$ cat src/hdl/vswitch_cfg_pkg.sv
// constants and carrier types for the video switch configuration registers
// assumes a 250 MHz system clock and a register port fed by a serial engine
package vswitch_cfg_pkg;

	// ----------------------------------------------------------------------
	// register offsets, in the serial register map
	// ----------------------------------------------------------------------
	localparam logic [7:0] OFS_HS_MODE   = 8'h00;
	localparam logic [7:0] OFS_AUX_MODE  = 8'h01;
	localparam logic [7:0] OFS_RX_SET    = 8'h10;
	localparam logic [7:0] OFS_PULSE_LO  = 8'h11;
	localparam logic [7:0] OFS_PULSE_HI  = 8'h12;
	localparam logic [7:0] OFS_EQ_LO     = 8'h13;
	localparam logic [7:0] OFS_EQ_HI     = 8'h14;
	localparam logic [7:0] OFS_TX_SET    = 8'h20;

	// ----------------------------------------------------------------------
	// storage index of each register
	// ----------------------------------------------------------------------
	localparam int NUM_REGS = 8;
	localparam logic [2:0] IDX_HS_MODE  = 3'h0;
	localparam logic [2:0] IDX_AUX_MODE = 3'h1;
	localparam logic [2:0] IDX_RX_SET   = 3'h2;
	localparam logic [2:0] IDX_PULSE_LO = 3'h3;
	localparam logic [2:0] IDX_PULSE_HI = 3'h4;
	localparam logic [2:0] IDX_EQ_LO    = 3'h5;
	localparam logic [2:0] IDX_EQ_HI    = 3'h6;
	localparam logic [2:0] IDX_TX_SET   = 3'h7;

	// ----------------------------------------------------------------------
	// values after reset and writable bits, by index
	// ----------------------------------------------------------------------
	localparam logic [7:0] RST_VAL [NUM_REGS] = '{8'h40, 8'h40, 8'h01, 8'h00,
		8'h00, 8'h00, 8'h00, 8'h03};
	localparam logic [7:0] WR_MASK [NUM_REGS] = '{8'h43, 8'h43, 8'h01, 8'hFF,
		8'hFF, 8'hFF, 8'hFF, 8'h0F};

	// ----------------------------------------------------------------------
	// field positions
	// ----------------------------------------------------------------------
	localparam int POS_ENABLE    = 6;
	localparam int POS_SRC       = 0;
	localparam int POS_TERM_ON   = 0;
	localparam int POS_PREEMPH   = 2;
	localparam int POS_OUT_TERM  = 1;
	localparam int POS_OUT_CURR  = 0;

	// ----------------------------------------------------------------------
	// lane groups and their base bit in the 16-bit lane vectors
	// ----------------------------------------------------------------------
	localparam logic [1:0] GRP_A = 2'h0;
	localparam logic [1:0] GRP_B = 2'h1;
	localparam logic [1:0] GRP_C = 2'h2;
	localparam logic [1:0] GRP_D = 2'h3;
	localparam logic [3:0] BASE_A_UP   = 4'h4;
	localparam logic [3:0] BASE_B_UP   = 4'h0;
	localparam logic [3:0] BASE_C_DOWN = 4'hB;
	localparam logic [3:0] BASE_D_DOWN = 4'hF;

	// ----------------------------------------------------------------------
	// termination pulse timing
	// ----------------------------------------------------------------------
	localparam int CLK_MHZ        = 250;
	localparam int PULSE_MS       = 100;
	// a millisecond is CLK_MHZ * 1000 cycles; no larger factor, so the int never overflows
	localparam int PULSE_CYCLES   = PULSE_MS * 1000 * CLK_MHZ;
	localparam int PULSE_CNT_W    = 25;

	typedef enum logic [0:0]
	{
		PULSE_IDLE = 1'b0,
		PULSE_OPEN = 1'b1
	} pulse_state_e;

	// effective configuration carried as one word
	typedef struct packed
	{
		logic        hs_enable;
		logic [1:0]  hs_source_sel;
		logic        aux_enable;
		logic [1:0]  aux_source_sel;
		logic        input_term_on;
		logic [15:0] term_pulse_sel;
		logic [15:0] eq_level_sel;
		logic [1:0]  preemph_level;
		logic        output_term_on;
		logic        output_current_sel;
	} cfg_s;

endpackage

$ cat src/hdl/vswitch_cfg_regs.sv
// configuration register bank of a four-input one-output video switch
// assumes a serial protocol engine drives the register port synchronously,
// and that strap pins are static board ties, synchronous to clk
`timescale 1ns/1ps

module vswitch_cfg_regs
#(
	parameter int PULSE_LEN = vswitch_cfg_pkg::PULSE_CYCLES
)
(
	// clock and reset
	input  wire logic        clk,
	input  wire logic        rstn,
	// register port from the serial engine
	input  wire logic        reg_wr,
	input  wire logic        reg_rd,
	input  wire logic [7:0]  reg_addr,
	input  wire logic [7:0]  reg_wdata,
	output logic      [7:0]  reg_rdata,
	// strap pins
	input  wire logic        strap_hs_enable,
	input  wire logic [1:0]  strap_source_sel,
	input  wire logic        strap_eq_level,
	input  wire logic [1:0]  strap_preemph_bits,
	input  wire logic        strap_output_term,
	input  wire logic        strap_output_current,
	// switch controls
	output logic             serial_mode,
	output logic             hs_enable,
	output logic      [1:0]  hs_source_sel,
	output logic      [3:0]  aux_connect,
	output logic      [3:0]  term_connect_a,
	output logic      [3:0]  term_connect_b,
	output logic      [3:0]  term_connect_c,
	output logic      [3:0]  term_connect_d,
	output logic      [3:0]  eq_high_a,
	output logic      [3:0]  eq_high_b,
	output logic      [3:0]  eq_high_c,
	output logic      [3:0]  eq_high_d,
	output logic      [1:0]  preemph_level,
	output logic             output_term_on,
	output logic             output_current_sel
);

	// ----------------------------------------------------------------------
	// functions
	// ----------------------------------------------------------------------

	// bit of the 16-bit lane vector that serves a group lane
	function automatic logic [3:0] lane_bit(input logic [1:0] grp, input logic [1:0] lane);
		logic [3:0] idx;
		idx = vswitch_cfg_pkg::BASE_B_UP + {2'h0, lane};
		case (grp)
			vswitch_cfg_pkg::GRP_A: idx = vswitch_cfg_pkg::BASE_A_UP + {2'h0, lane};
			vswitch_cfg_pkg::GRP_B: idx = vswitch_cfg_pkg::BASE_B_UP + {2'h0, lane};
			vswitch_cfg_pkg::GRP_C: idx = vswitch_cfg_pkg::BASE_C_DOWN - {2'h0, lane};
			default:                idx = vswitch_cfg_pkg::BASE_D_DOWN - {2'h0, lane};
		endcase
		return idx;
	endfunction

	// gather the four lanes of one group from a 16-bit lane vector
	function automatic logic [3:0] group_lanes(input logic [15:0] vec, input logic [1:0] grp);
		logic [3:0] res;
		res = 4'h0;
		for (int l = 0; l < 4; l++)
		begin
			res[l] = vec[lane_bit(grp, 2'(l))];
		end
		return res;
	endfunction

	// storage index for an address; valid is low for an unmapped one
	function automatic logic [3:0] addr_index(input logic [7:0] addr);
		logic [3:0] res;
		case (addr)
			vswitch_cfg_pkg::OFS_HS_MODE:  res = {1'b1, vswitch_cfg_pkg::IDX_HS_MODE};
			vswitch_cfg_pkg::OFS_AUX_MODE: res = {1'b1, vswitch_cfg_pkg::IDX_AUX_MODE};
			vswitch_cfg_pkg::OFS_RX_SET:   res = {1'b1, vswitch_cfg_pkg::IDX_RX_SET};
			vswitch_cfg_pkg::OFS_PULSE_LO: res = {1'b1, vswitch_cfg_pkg::IDX_PULSE_LO};
			vswitch_cfg_pkg::OFS_PULSE_HI: res = {1'b1, vswitch_cfg_pkg::IDX_PULSE_HI};
			vswitch_cfg_pkg::OFS_EQ_LO:    res = {1'b1, vswitch_cfg_pkg::IDX_EQ_LO};
			vswitch_cfg_pkg::OFS_EQ_HI:    res = {1'b1, vswitch_cfg_pkg::IDX_EQ_HI};
			vswitch_cfg_pkg::OFS_TX_SET:   res = {1'b1, vswitch_cfg_pkg::IDX_TX_SET};
			default:                       res = 4'h0;
		endcase
		return res;
	endfunction

	// ----------------------------------------------------------------------
	// reset release
	// ----------------------------------------------------------------------
	logic rst_meta_q;
	logic rst_sync_q;

	// asynchronous assert, release through two flops
	always_ff @(posedge clk or negedge rstn)
	begin
		if (!rstn)
		begin
			rst_meta_q <= 1'b0;
			rst_sync_q <= 1'b0;
		end
		else
		begin
			rst_meta_q <= 1'b1;
			rst_sync_q <= rst_meta_q;
		end
	end

	// ----------------------------------------------------------------------
	// serial registers and access flag
	// ----------------------------------------------------------------------
	logic [7:0] regs_q [vswitch_cfg_pkg::NUM_REGS];
	logic [7:0] regs_d [vswitch_cfg_pkg::NUM_REGS];
	logic       serial_q;
	logic       serial_d;
	logic [7:0] rdata_q;
	logic [7:0] rdata_d;
	logic [3:0] hit;

	// writes keep reserved bits at zero; reads of unmapped offsets give zero
	always_comb
	begin
		hit      = addr_index(reg_addr);
		regs_d   = regs_q;
		rdata_d  = rdata_q;
		serial_d = serial_q | reg_wr | reg_rd;
		if (reg_wr && hit[3])
		begin
			regs_d[hit[2:0]] = reg_wdata & vswitch_cfg_pkg::WR_MASK[hit[2:0]];
		end
		if (reg_rd)
		begin
			rdata_d = hit[3] ? regs_q[hit[2:0]] : 8'h00;
		end
	end

	always_ff @(posedge clk or negedge rst_sync_q)
	begin
		if (!rst_sync_q)
		begin
			regs_q   <= vswitch_cfg_pkg::RST_VAL;
			serial_q <= 1'b0;
			rdata_q  <= 8'h00;
		end
		else
		begin
			regs_q   <= regs_d;
			serial_q <= serial_d;
			rdata_q  <= rdata_d;
		end
	end

	// ----------------------------------------------------------------------
	// effective configuration
	// ----------------------------------------------------------------------
	vswitch_cfg_pkg::cfg_s cfg;

	// straps stand in for the registers until the first serial access
	always_comb
	begin
		if (serial_q)
		begin
			cfg.hs_enable          = regs_q[vswitch_cfg_pkg::IDX_HS_MODE][vswitch_cfg_pkg::POS_ENABLE];
			cfg.hs_source_sel      = regs_q[vswitch_cfg_pkg::IDX_HS_MODE][1:0];
			cfg.aux_enable         = regs_q[vswitch_cfg_pkg::IDX_AUX_MODE][vswitch_cfg_pkg::POS_ENABLE];
			cfg.aux_source_sel     = regs_q[vswitch_cfg_pkg::IDX_AUX_MODE][1:0];
			cfg.input_term_on      = regs_q[vswitch_cfg_pkg::IDX_RX_SET][vswitch_cfg_pkg::POS_TERM_ON];
			cfg.term_pulse_sel     = {regs_q[vswitch_cfg_pkg::IDX_PULSE_HI],
				regs_q[vswitch_cfg_pkg::IDX_PULSE_LO]};
			cfg.eq_level_sel       = {regs_q[vswitch_cfg_pkg::IDX_EQ_HI],
				regs_q[vswitch_cfg_pkg::IDX_EQ_LO]};
			cfg.preemph_level      = regs_q[vswitch_cfg_pkg::IDX_TX_SET][3:2];
			cfg.output_term_on     = regs_q[vswitch_cfg_pkg::IDX_TX_SET][vswitch_cfg_pkg::POS_OUT_TERM];
			cfg.output_current_sel = regs_q[vswitch_cfg_pkg::IDX_TX_SET][vswitch_cfg_pkg::POS_OUT_CURR];
		end
		else
		begin
			cfg.hs_enable          = strap_hs_enable;
			cfg.hs_source_sel      = strap_source_sel;
			cfg.aux_enable         = 1'b1;
			cfg.aux_source_sel     = strap_source_sel;
			cfg.input_term_on      = 1'b1;
			cfg.term_pulse_sel     = 16'h0000;
			cfg.eq_level_sel       = {16{strap_eq_level}};
			cfg.preemph_level      = strap_preemph_bits;
			cfg.output_term_on     = strap_output_term;
			cfg.output_current_sel = strap_output_current;
		end
	end

	// ----------------------------------------------------------------------
	// termination pulse on source switch
	// ----------------------------------------------------------------------
	vswitch_cfg_pkg::pulse_state_e pst_q;
	vswitch_cfg_pkg::pulse_state_e pst_d;
	logic [vswitch_cfg_pkg::PULSE_CNT_W-1:0] pcnt_q;
	logic [vswitch_cfg_pkg::PULSE_CNT_W-1:0] pcnt_d;
	logic [1:0] src_seen_q;
	logic [1:0] src_seen_d;

	// a new switch during a pulse restarts the full open time
	always_comb
	begin
		src_seen_d = cfg.hs_source_sel;
		pst_d      = pst_q;
		pcnt_d     = pcnt_q;
		if (cfg.hs_source_sel != src_seen_q)
		begin
			pst_d  = vswitch_cfg_pkg::PULSE_OPEN;
			pcnt_d = vswitch_cfg_pkg::PULSE_CNT_W'(PULSE_LEN - 1);
		end
		else
		begin
			case (pst_q)
				vswitch_cfg_pkg::PULSE_IDLE: pst_d = vswitch_cfg_pkg::PULSE_IDLE;
				vswitch_cfg_pkg::PULSE_OPEN:
				begin
					if (pcnt_q == '0)
					begin
						pst_d = vswitch_cfg_pkg::PULSE_IDLE;
					end
					else
					begin
						pcnt_d = pcnt_q - 1'b1;
					end
				end
				default: pst_d = vswitch_cfg_pkg::PULSE_IDLE;
			endcase
		end
	end

	// source tracking starts at code 0; the pulse bits are zero after reset
	always_ff @(posedge clk or negedge rst_sync_q)
	begin
		if (!rst_sync_q)
		begin
			pst_q      <= vswitch_cfg_pkg::PULSE_IDLE;
			pcnt_q     <= '0;
			src_seen_q <= 2'h0;
		end
		else
		begin
			pst_q      <= pst_d;
			pcnt_q     <= pcnt_d;
			src_seen_q <= src_seen_d;
		end
	end

	// ----------------------------------------------------------------------
	// output registers
	// ----------------------------------------------------------------------
	logic [15:0] lane_term;
	logic [3:0]  aux_onehot;
	logic [55:0] out_d;
	logic [55:0] out_q;

	// per-lane termination, aux one-hot and every output flop input
	always_comb
	begin
		for (int b = 0; b < 16; b++)
		begin
			lane_term[b] = cfg.input_term_on
				& ~((pst_q == vswitch_cfg_pkg::PULSE_OPEN) & cfg.term_pulse_sel[b]);
		end
		aux_onehot = 4'h0;
		aux_onehot[cfg.aux_source_sel] = cfg.aux_enable;
		out_d = {cfg.hs_enable, cfg.hs_source_sel, aux_onehot,
			group_lanes(lane_term, vswitch_cfg_pkg::GRP_A),
			group_lanes(lane_term, vswitch_cfg_pkg::GRP_B),
			group_lanes(lane_term, vswitch_cfg_pkg::GRP_C),
			group_lanes(lane_term, vswitch_cfg_pkg::GRP_D),
			group_lanes(cfg.eq_level_sel, vswitch_cfg_pkg::GRP_A),
			group_lanes(cfg.eq_level_sel, vswitch_cfg_pkg::GRP_B),
			group_lanes(cfg.eq_level_sel, vswitch_cfg_pkg::GRP_C),
			group_lanes(cfg.eq_level_sel, vswitch_cfg_pkg::GRP_D),
			cfg.preemph_level,
			cfg.output_term_on,
			cfg.output_current_sel,
			serial_q, 12'h000};
	end

	// outputs lag the configuration by one clock
	always_ff @(posedge clk or negedge rst_sync_q)
	begin
		if (!rst_sync_q)
		begin
			out_q <= '0;
		end
		else
		begin
			out_q <= out_d;
		end
	end

	assign hs_enable          = out_q[55];
	assign hs_source_sel      = out_q[54:53];
	assign aux_connect        = out_q[52:49];
	assign term_connect_a     = out_q[48:45];
	assign term_connect_b     = out_q[44:41];
	assign term_connect_c     = out_q[40:37];
	assign term_connect_d     = out_q[36:33];
	assign eq_high_a          = out_q[32:29];
	assign eq_high_b          = out_q[28:25];
	assign eq_high_c          = out_q[24:21];
	assign eq_high_d          = out_q[20:17];
	assign preemph_level      = out_q[16:15];
	assign output_term_on     = out_q[14];
	assign output_current_sel = out_q[13];
	assign serial_mode        = out_q[12];
	assign reg_rdata          = rdata_q;

endmodule // vswitch_cfg_regs
$ cat config.mk
export PLATFORM = sky130hd
export DESIGN_NAME = vswitch_cfg_regs
export DESIGN_NICKNAME = d
export VERILOG_FILES = /design/src/hdl/vswitch_cfg_pkg.sv /design/src/hdl/vswitch_cfg_regs.sv
export SDC_FILE = /design/constraint.sdc
export NUM_CORES = 1
export LEC_CHECK = 0
export BUFFER_PORTS_ARGS = -buffer_cell sky130_fd_sc_hd__buf_4
export CORE_ASPECT_RATIO = 1.5
export CORE_UTILIZATION = 30
export CTS_CLUSTER_SIZE = 12
export DETAILED_ROUTE_END_ITERATION = 10
export HOLD_SLACK_MARGIN = 0.15
export PLACE_DENSITY = 0.49
export SLEW_MARGIN = 40
export SYNTH_ARGS = -nofsm -noshare
export SYNTH_HDL_FRONTEND = slang
export SYNTH_SLANG_ARGS = --single-unit
$ cat constraint.sdc
create_clock -name clk -period 5.5 [get_ports clk]
set_input_delay 0.55 -clock clk [delete_from_list [all_inputs] [get_ports clk]]
set_output_delay 0.55 -clock clk [all_outputs]
set_load 0.005 [all_outputs]
==> insert_results.sql, run 1 <==
INSERT INTO impl_metrics (metric_group, metric, value, unit) VALUES
('cts', 'tritoncts', 'built', ''),
('synth', 'synth.yosys.seq_area_share', '0.559', ''),
('worst_setup_path', 'r2r_start', 'pcnt_q[0]$_DFFE_PN0P_', ''),
('synth', 'synth.yosys.warnings', '0', ''),
('global_routing', 'first_pass_grt_wire_length', '29.4', 'mm'),
('global_routing', 'first_global_vias', '5116', ''),
('worst_setup_path', 'critical_path_arrival', '3050', 'ps'),
('synth', 'syn-cell-area', '6500', 'um2'),
('timing', 'finalHoldViolations', '0', ''),
('worst_setup_path', 'path_class', 'in2reg', ''),
('drt', 'ant_nets', '0', ''),
('cts', 'post_cts.repair.setup_buffers', '0', ''),
('place', 'postPlaceCellArea', '7360', 'um2'),
('floorplan', 'die_width', '122', 'um'),
('finish', 'multi_input_comb_area', '2690', 'um2'),
('global_routing', 'grt_use_total', '0.179', ''),
('timing', 'rsz0062_at_grt', 'false', ''),
('floorplan', 'pin_count', '80', ''),
('finish', 'antenna_diode_count', '0', ''),
('worst_setup_path', 'crit_start', 'reg_addr[3]', ''),
('timing', 'clock_skew', '8.04', 'ps'),
('worst_setup_path', 'critical_path_cell_list', 'buf_4 > or4_1 > nor3_1 > o21ai_0 > ha_1 > and2_1 > mux2_2', ''),
('flow_run', 'total_of_max_cap_violations', '0', ''),
('finish', 'fillCellCount', '2096', ''),
('finish', 'mostFrequentLayoutCell', 'sky130_fd_sc_hd__dfrtp_1', ''),
('cts', 'cts_resized', '0', ''),
('worst_hold_path', 'min_path_type', 'reg2async', ''),
('cts', 'clk_root_buffer_cell', 'sky130_fd_sc_hd__clkbuf_16', ''),
('global_routing', 'grt_start_max_net_pins', '63', ''),
('worst_setup_path', 'timing.critical_path.fanout_max', '6', ''),
('cts', 'clkSlewWorstSetupHoldPaths', '60', 'ps'),
('finish', 'nNetsFinal', '694', ''),
('synth', 'synth_enable_flop_cells', '0', ''),
('worst_setup_path', 'worst-r2r-setup-slack', '2880', 'ps'),
('cts', 'clock_sinks', '145', ''),
('worst_setup_path', 'r2r-end', 'pcnt_q[22]$_DFFE_PN0P_', ''),
('synth', 'postSynthNetCount', '622', ''),
('outcome', 'outcome', 'finished, final reports clean', ''),
('finish', 'post-route-cell-area', '7960', 'um2'),
('worst_setup_path', 'worstSetupEndpoint', 'regs_q[36]$_DFFE_PN0P_', ''),
('worst_setup_path', 'cp_data_required_time', '5800', 'ps'),
('timing', 'finalCritPeriodShare', '0.499', ''),
('synth', 'number_of_cells_produced_by_synthesis', '591', ''),
('worst_setup_path', 'cp-end-kind', 'register', ''),
('power', 'powerDensity', '317', 'nW/um2'),
('place', 'io_buffer_count', '79', ''),
('timing', 'totalNegativeSetupSlack', '0', 'ps'),
('synth', 'synth.distinct_cells', '67', ''),
('place', 'detailedPlacementHpwl', '13.6', 'mm'),
('drt', 'total_routed_length', '18.5', 'mm'),
('finish', 'finalCoreUtilization', '0.377', ''),
('power', 'peakVddDrop', '0.197', 'mV'),
('floorplan', 'die-height', '182', 'um'),
('drt', 'number_of_design_rule_violations_left_by_the_first_detailed_router_iteration', '309', ''),
('timing', 'drv_slew', '0', ''),
('cts', 'clk_latency', '420', 'ps'),
('place', 'gp_congestion', '0.910', ''),
('synth', 'asyncSetResetFlopFracSynth', '1.00', ''),
('drt', 'vias', '4870', ''),
('drt', 'detail_route.wl_per_cell', '19.7', 'um'),
('timing', 'max-slew-margin-rel', '0.460', ''),
('worst_setup_path', 'timing.reg2reg.worst_path_depth', '7', ''),
('finish', 'layout.cells.most_common_list', 'sky130_fd_sc_hd__dfrtp_1, sky130_fd_sc_hd__nand2_1, sky130_fd_sc_hd__buf_4', ''),
('synth', 'post_synth.cell_area_avg', '11.0', 'um2'),
('finish', 'areaGrowthSynthToFinish', '22.5', '%'),
('drt', 'drt_pass_1_iters', '4', ''),
('finish', 'drive_above_1_share', '0.280', ''),
('global_routing', 'overflow', '0', ''),
('timing', 'clock.fmax', '0.364', 'GHz'),
('cts', 'clock_tree.buffer_depth', '2', ''),
('drt', 'viasPerCell', '5.16', '');
-- metrics by stage --
stage | instances | setup slack (ps)
2_1_floorplan | 591 | 1170
3_3_place_gp | 909 | 2150
3_5_place_dp | 911 | 2040
4_1_cts | 943 | 2490
5_1_grt | 943 | 2640
6_report | 943 | 2750
-- how the worst min path moves through the flow --
stage | start | to | slack (ps) | cells after the start
CTS | rst_sync_q$_DFF_PN0_ | out_q[18]$_DFF_PN0_ | 200 | 0
floorplan | rstn | rst_meta_q$_DFF_PN0_ | 250 | 0
global route | rst_sync_q$_DFF_PN0_ | out_q[28]$_DFF_PN0_ | 220 | 0
global placement | rstn | rst_meta_q$_DFF_PN0_ | 330 | 1
finish | rst_sync_q$_DFF_PN0_ | out_q[31]$_DFF_PN0_ | 190 | 0
detailed placement | rst_sync_q$_DFF_PN0_ | out_q[20]$_DFF_PN0_ | 200 | 0
-- sequential cells by signal, indices dropped and copies added, names as in the netlist --
register and count:
out_q 43, regs_q 64, rst_meta_q 1, pst_q 1, serial_q 1, rst_sync_q 1
src_seen_q 1, pcnt_q 25, reg_rdata 8
-- what timing repair did --
item,4_1_cts,5_1_grt
hold endpoints to repair,2,0
setup endpoints to repair,0,0
hold buffers,1,0
-- power breakdown --
| part | internal (W) | total, W | switching (W) |
|---|---|---|---|
| clock | 0.000679 | 0.00114 | 0.000465 |
| combinational | 0.0000976 | 0.000219 | 0.000122 |
| sequential | 0.00112 | 0.00116 | 0.0000472 |
-- cells in the mapped netlist (all sizes together), types with 9 or more instances --
cell type	n	share of area
a21oi	26	0.020
buf	12	0.013
clkbuf	24	0.014
dfrtp	140	0.54
mux2	39	0.068
nand2	87	0.050
nand3	21	0.017
nor3	18	0.015
o21ai	39	0.030
o21bai	12	0.014
o31ai	9	0.013
or3	13	0.013
or4	10	0.012
-- layer usage --
layer,up-vias,global-route usage,part of all wire
li1,2284,-,-
met1,2429,0.203,0.40
met2,123,0.313,0.53
met3,34,0.0366,0.041
met4,0,0.0863,0.035
met5,-,0,0
-- worst max-delay path, delay by kind of cell --
family	cells	cell delay, ps
AND/OR/NAND/NOR	3	1510
adder cells (fa/ha/maj)	1	400
multiplexers	1	260
AO/OA/AOI/OAI	1	200
buffers and inverters	1	110
-- kinds of logic (layout without fill, tap and decap cells) --
logic type | count (synthesis) | after routing | share of synthesized area
buffers and inverters | 43 | 127 | 0.0306
AOI/OAI and AO/OA | 137 | 137 | 0.149
DFF | 145 | 145 | 0.559
xor gates and xnor gates | 9 | 9 | 0.0121
muxes | 45 | 45 | 0.0768
other | 1 | 1 | 0.000577
adders and majority gates | 3 | 3 | 0.00577
and+or+nand+nor | 208 | 208 | 0.167
-- area by class of cell --
class | count | area share
clock buffer | 19 | 0.0556
clock inverter | 12 | 0.0171
inverter | 7 | 0.00330
multi-input combinational | 403 | 0.337
sequential | 145 | 0.457
tap | 268 | 0.0421
timing repair buffer | 89 | 0.0878
Note: power is estimated with default switching activity, not from simulation.
==> run 2, diff against run 1 <==
ABC_AREA = 1   (was not set)
PLACE_DENSITY = 0.5   (was 0.49)
clock period = 2.3 ns   (was 5.5 ns; I/O delays follow)
==> run 2 against run 1 <==
  * The flow now finishes with violations (DRC)
  * Sequential share of layout area decreased by 2.9 points
  * Non-clock buffer count increased by 17
  * Utilization increased by 0.33 points
  * Hold slack got worse by 9.0 ps
  * Critical path depth increased by 3
  * Sequential power increased by 130%
  * Worst setup slack got worse by 2300 ps
  * First-iteration DRC count increased by 28%
  * Register-to-register slack got worse by 2500 ps
  * Die area increased by 5.1%
  * Final area increased by 6.8%
==> insert_results.sql, run 2 <==
INSERT INTO impl_metrics (metric_group, metric, value, unit) VALUES
('worst_setup_path', 'startpoint_type', 'register', ''),
('power', 'cellInternalPower', '0.00465', 'W'),
('finish', 'fillCellCount', '2322', ''),
('worst_setup_path', 'r2r-end', 'pcnt_q[13]$_DFFE_PN0P_', ''),
('worst_setup_path', 'crit_start', 'pcnt_q[0]$_DFFE_PN0P_', ''),
('floorplan', 'floorplan.initialDensity', '0.305', ''),
('worst_setup_path', 'critical_path_cell_list', 'inv_1 > ha_1 > nand3_1 > nor2_1 > nand3_1 > nand2_2 > nand2_1 > clkinv_1 > o21ai_0 > nand3_1', ''),
('finish', 'layout.cells.most_common_list', 'sky130_fd_sc_hd__nand2_1, sky130_fd_sc_hd__dfrtp_1, sky130_fd_sc_hd__nand3_1', ''),
('worst_setup_path', 'cp-end-kind', 'register', ''),
('cts', 'cts_hold_buffers', '11', ''),
('drt', 'ant_nets', '0', ''),
('worst_setup_path', 'critical_path_arrival', '2180', 'ps'),
('finish', 'ff_latch_area', '3640', 'um2'),
('cts', 'cts_resized', '0', ''),
('worst_setup_path', 'r2r_start', 'pcnt_q[0]$_DFFE_PN0P_', ''),
('worst_setup_path', 'worst_path_most_repeated_cell', 'sky130_fd_sc_hd__nand3_1', ''),
('finish', 'mostFrequentLayoutCell', 'sky130_fd_sc_hd__nand2_1', ''),
('finish', 'post-route-cell-area', '8500', 'um2'),
('power', 'switching_share', '0.246', ''),
('worst_setup_path', 'slowest_delay', '350', 'ps'),
('worst_hold_path', 'holdCritStartpoint', 'reg_wdata[6]', ''),
('timing', 'rsz0062_at_grt', 'false', ''),
('drt', 'number_of_design_rule_violations_left_by_the_first_detailed_router_iteration', '395', ''),
('timing', 'max_slew.worst_pin.slew', '502', 'ps'),
('global_routing', 'overflow', '0', ''),
('worst_setup_path', 'worst-r2r-setup-slack', '410', 'ps'),
('power', 'peakVddDrop', '0.465', 'mV'),
('finish', 'register_name_with_the_most_flops', 'regs_q', ''),
('cts', 'post_cts.repair.setup_buffers', '0', ''),
('synth', 'post_synth_main_area_contributors', 'sky130_fd_sc_hd__dfrtp_1, sky130_fd_sc_hd__nand2_1, sky130_fd_sc_hd__nand3_1', ''),
('place', 'gp_congestion', '0.845', ''),
('power', 'netSwitchingPower', '0.00152', 'W'),
('worst_hold_path', 'min_path_type', 'in2reg', ''),
('cts', 'clock_tree.htree_level_count', '4', ''),
('finish', 'finalCoreUtilization', '0.380', ''),
('synth', 'number_of_cells_produced_by_synthesis', '830', ''),
('place', 'detailedPlacementHpwl', '13.6', 'mm'),
('power', 'clkPwrFrac', '0.480', ''),
('synth', 'synth.yosys.warnings', '0', ''),
('worst_setup_path', 'critical_path.slowest_cell', 'sky130_fd_sc_hd__dfrtp_1', ''),
('outcome', 'outcome', 'finished, violations left', ''),
('power', 'leakagePower', '4.11', 'nW'),
('floorplan', 'num_rows', '67', ''),
('timing', 'period_minus_slack', '1890', 'ps'),
('worst_setup_path', 'path_class', 'reg2reg', ''),
('synth', 'synth_largest_type_area_fraction', '0.512', ''),
('timing', 'totalNegativeSetupSlack', '0', 'ps'),
('floorplan', 'pin_count', '80', ''),
('synth', 'asyncSetResetFlopFracSynth', '1.00', ''),
('floorplan', 'design.die.area', '23400', 'um2'),
('cts', 'clock_sinks', '145', ''),
('timing', 'drv_slew', '0', ''),
('synth', 'post_synth.cell_area_avg', '8.24', 'um2'),
('power', 'combinationalPowerShare', '0.085', ''),
('place', 'postPlaceCellArea', '7760', 'um2'),
('cts', 'clk_latency', '420', 'ps'),
('finish', 'nNetsFinal', '951', ''),
('drt', 'total_routed_length', '18.6', 'mm'),
('cts', 'clk_root_buffer_cell', 'sky130_fd_sc_hd__clkbuf_16', ''),
('worst_setup_path', 'cp_data_required_time', '2590', 'ps'),
('synth', 'ys_top_cells_by_count', 'sky130_fd_sc_hd__nand2_1, sky130_fd_sc_hd__dfrtp_1, sky130_fd_sc_hd__nand3_1', ''),
('drt', 'viasPerCell', '4.69', ''),
('timing', 'clock.fmax', '0.528', 'GHz'),
('finish', 'multi_input_comb_area', '2740', 'um2'),
('finish', 'largest_register_ffs', '64', ''),
('place', 'preCtsSetupSlack', '321', 'ps'),
('drt', 'detail_route.wl_per_cell', '15.4', 'um'),
('synth', 'synth.yosys.seq_area_share', '0.532', ''),
('synth', 'synth-seq-cells', '145', ''),
('floorplan', 'die-height', '187', 'um'),
('worst_setup_path', 'timing.reg2reg.worst_path_depth', '10', ''),
('cts', 'cts-buffers-inserted', '17', ''),
('timing', 'max-slew-margin-rel', '0.664', ''),
('synth', 'postSynthNetCount', '861', ''),
('cts', 'clock_tree.buffer_depth', '2', ''),
('synth', 'synthMostInstantiatedCell', 'sky130_fd_sc_hd__nand2_1', ''),
('drt', 'detail_route.drc_violations', '2', ''),
('global_routing', 'first_pass_grt_wire_length', '30.6', 'mm'),
('power', 'powerDensity', '725', 'nW/um2'),
('timing', 'finalCritPeriodShare', '0.824', ''),
('finish', 'antenna_diode_count', '0', ''),
('finish', 'areaGrowthSynthToFinish', '24.4', '%'),
('synth', 'syn-cell-area', '6840', 'um2'),
('finish', 'drive_above_1_share', '0.182', ''),
('drt', 'drt_pass_1_iters', '7', ''),
('power', 'pwr-share-seq', '0.436', ''),
('worst_setup_path', 'worstSetupEndpoint', 'pcnt_q[13]$_DFFE_PN0P_', ''),
('synth', 'synth_enable_flop_cells', '0', ''),
('global_routing', 'first_global_vias', '5792', ''),
('global_routing', 'grt_use_total', '0.167', ''),
('synth', 'synth.distinct_cells', '38', ''),
('timing', 'finalSetupViolations', '0', ''),
('finish', 'largest_registers', 'regs_q: 64 flops, out_q: 43 flops, pcnt_q: 25 flops', ''),
('drt', 'vias', '5670', ''),
('floorplan', 'placeableCoreArea', '22400', 'um2'),
('global_routing', 'initial_antenna_violation_count', '0', ''),
('synth', 'synth_ff_type', 'sky130_fd_sc_hd__dfrtp_1', ''),
('flow_run', 'total_of_max_cap_violations', '0', ''),
('outcome', 'violated_checks', 'DRC', ''),
('synth', 'synth_top_cell_by_area', 'sky130_fd_sc_hd__dfrtp_1', ''),
('timing', 'finalHoldViolations', '0', ''),
('timing', 'clock_skew', '12.1', 'ps'),
('place', 'io_buffer_count', '79', ''),
('worst_setup_path', 'timing.critical_path.fanout_max', '9', ''),
('floorplan', 'die_width', '125', 'um'),
('global_routing', 'grt_start_max_net_pins', '78', ''),
('cts', 'tritoncts', 'built', ''),
('power', 'fin_total_pwr', '0.00617', 'W'),
('cts', 'clkSlewWorstSetupHoldPaths', '60', 'ps'),
('timing', 'worst_slack', '406', 'ps');
==> run 2: changes by cell type after synthesis, sizes merged, moves of 12 or more <==
cell,before,now
or3,13,0
nand3,21,112
nor3,18,4
nor2,8,80
clkbuf,24,12
nand2,87,243
o21ai,39,79
inv,7,70
mux2,39,0
==> run 2: worst min-delay path by stage <==
stage,slack [ps],endpoint,cells past startpoint
floorplan,-70,rst_meta_q$_DFF_PN0_,0
global placement,10,rst_meta_q$_DFF_PN0_,1
detailed placement,10,rst_meta_q$_DFF_PN0_,1
CTS,160,regs_q[38]$_DFFE_PN0P_,3
global route,170,regs_q[38]$_DFFE_PN0P_,3
finish,180,regs_q[38]$_DFFE_PN0P_,3
==> run 2: per-stage QoR <==
| stage | hold WS, ps | std cells |
|---|---|---|
| after floorplan | -65.6 | 830 |
| after CTS | 162 | 1209 |
| after global routing | 166 | 1209 |
| final | 181 | 1209 |
| after global placement | 13.0 | 1166 |
| after detailed placement | 13.7 | 1166 |
==> run 2: logic make-up (layout without fill, tap and decap cells) <==
| group | Yosys count | after routing | synth area share |
|---|---|---|---|
| flip-flops | 145 | 145 | 0.532 |
| other | 1 | 1 | 0.000548 |
| buffers and inverters | 108 | 211 | 0.0683 |
| AND/OR/NAND/NOR | 452 | 452 | 0.288 |
| adder cells (fa/ha/maj) | 3 | 3 | 0.00549 |
| XOR/XNOR | 14 | 14 | 0.0179 |
| AO/OA/AOI/OAI | 107 | 107 | 0.0882 |
==> run 2: per-layer routing <==
layer  track usage  wire [um]  up-vias
li1              -          -     2850
met1         0.197       8020     2688
met2         0.295       9640      105
met3        0.0292        449       27
met4        0.0746        478        0
met5             0          0        -
==> run 2: area by class of cell <==
| class | count | area share |
|---|---|---|
| Tap cell | 276 | 0.0406 |
| Clock inverter | 15 | 0.0244 |
| Inverter | 73 | 0.0322 |
| Timing Repair Buffer | 106 | 0.103 |
| Multi-Input combinational cell | 577 | 0.322 |
| Sequential cell | 145 | 0.428 |
| Clock buffer | 17 | 0.0500 |
==> run 2: power by group through the flow <==
stage	Clock, W	Sequential, W	Combinational, W
floorplan	0	0.00275	0.000285
global placement	0	0.00273	0.000520
detailed placement	0	0.00273	0.000522
CTS	0.00303	0.00269	0.000537
global route	0.00313	0.00269	0.000594
finish	0.00296	0.00269	0.000522
==> run 2: worst max-delay path: cells and delay by family (launching register included) <==
kind / cells / cell delay (ps)
buffers and inverters: 2 / 390
adder cells (fa/ha/maj): 1 / 220
AO/OA/AOI/OAI: 1 / 240
AND/OR/NAND/NOR: 6 / 570
flip-flops: 1 / 350
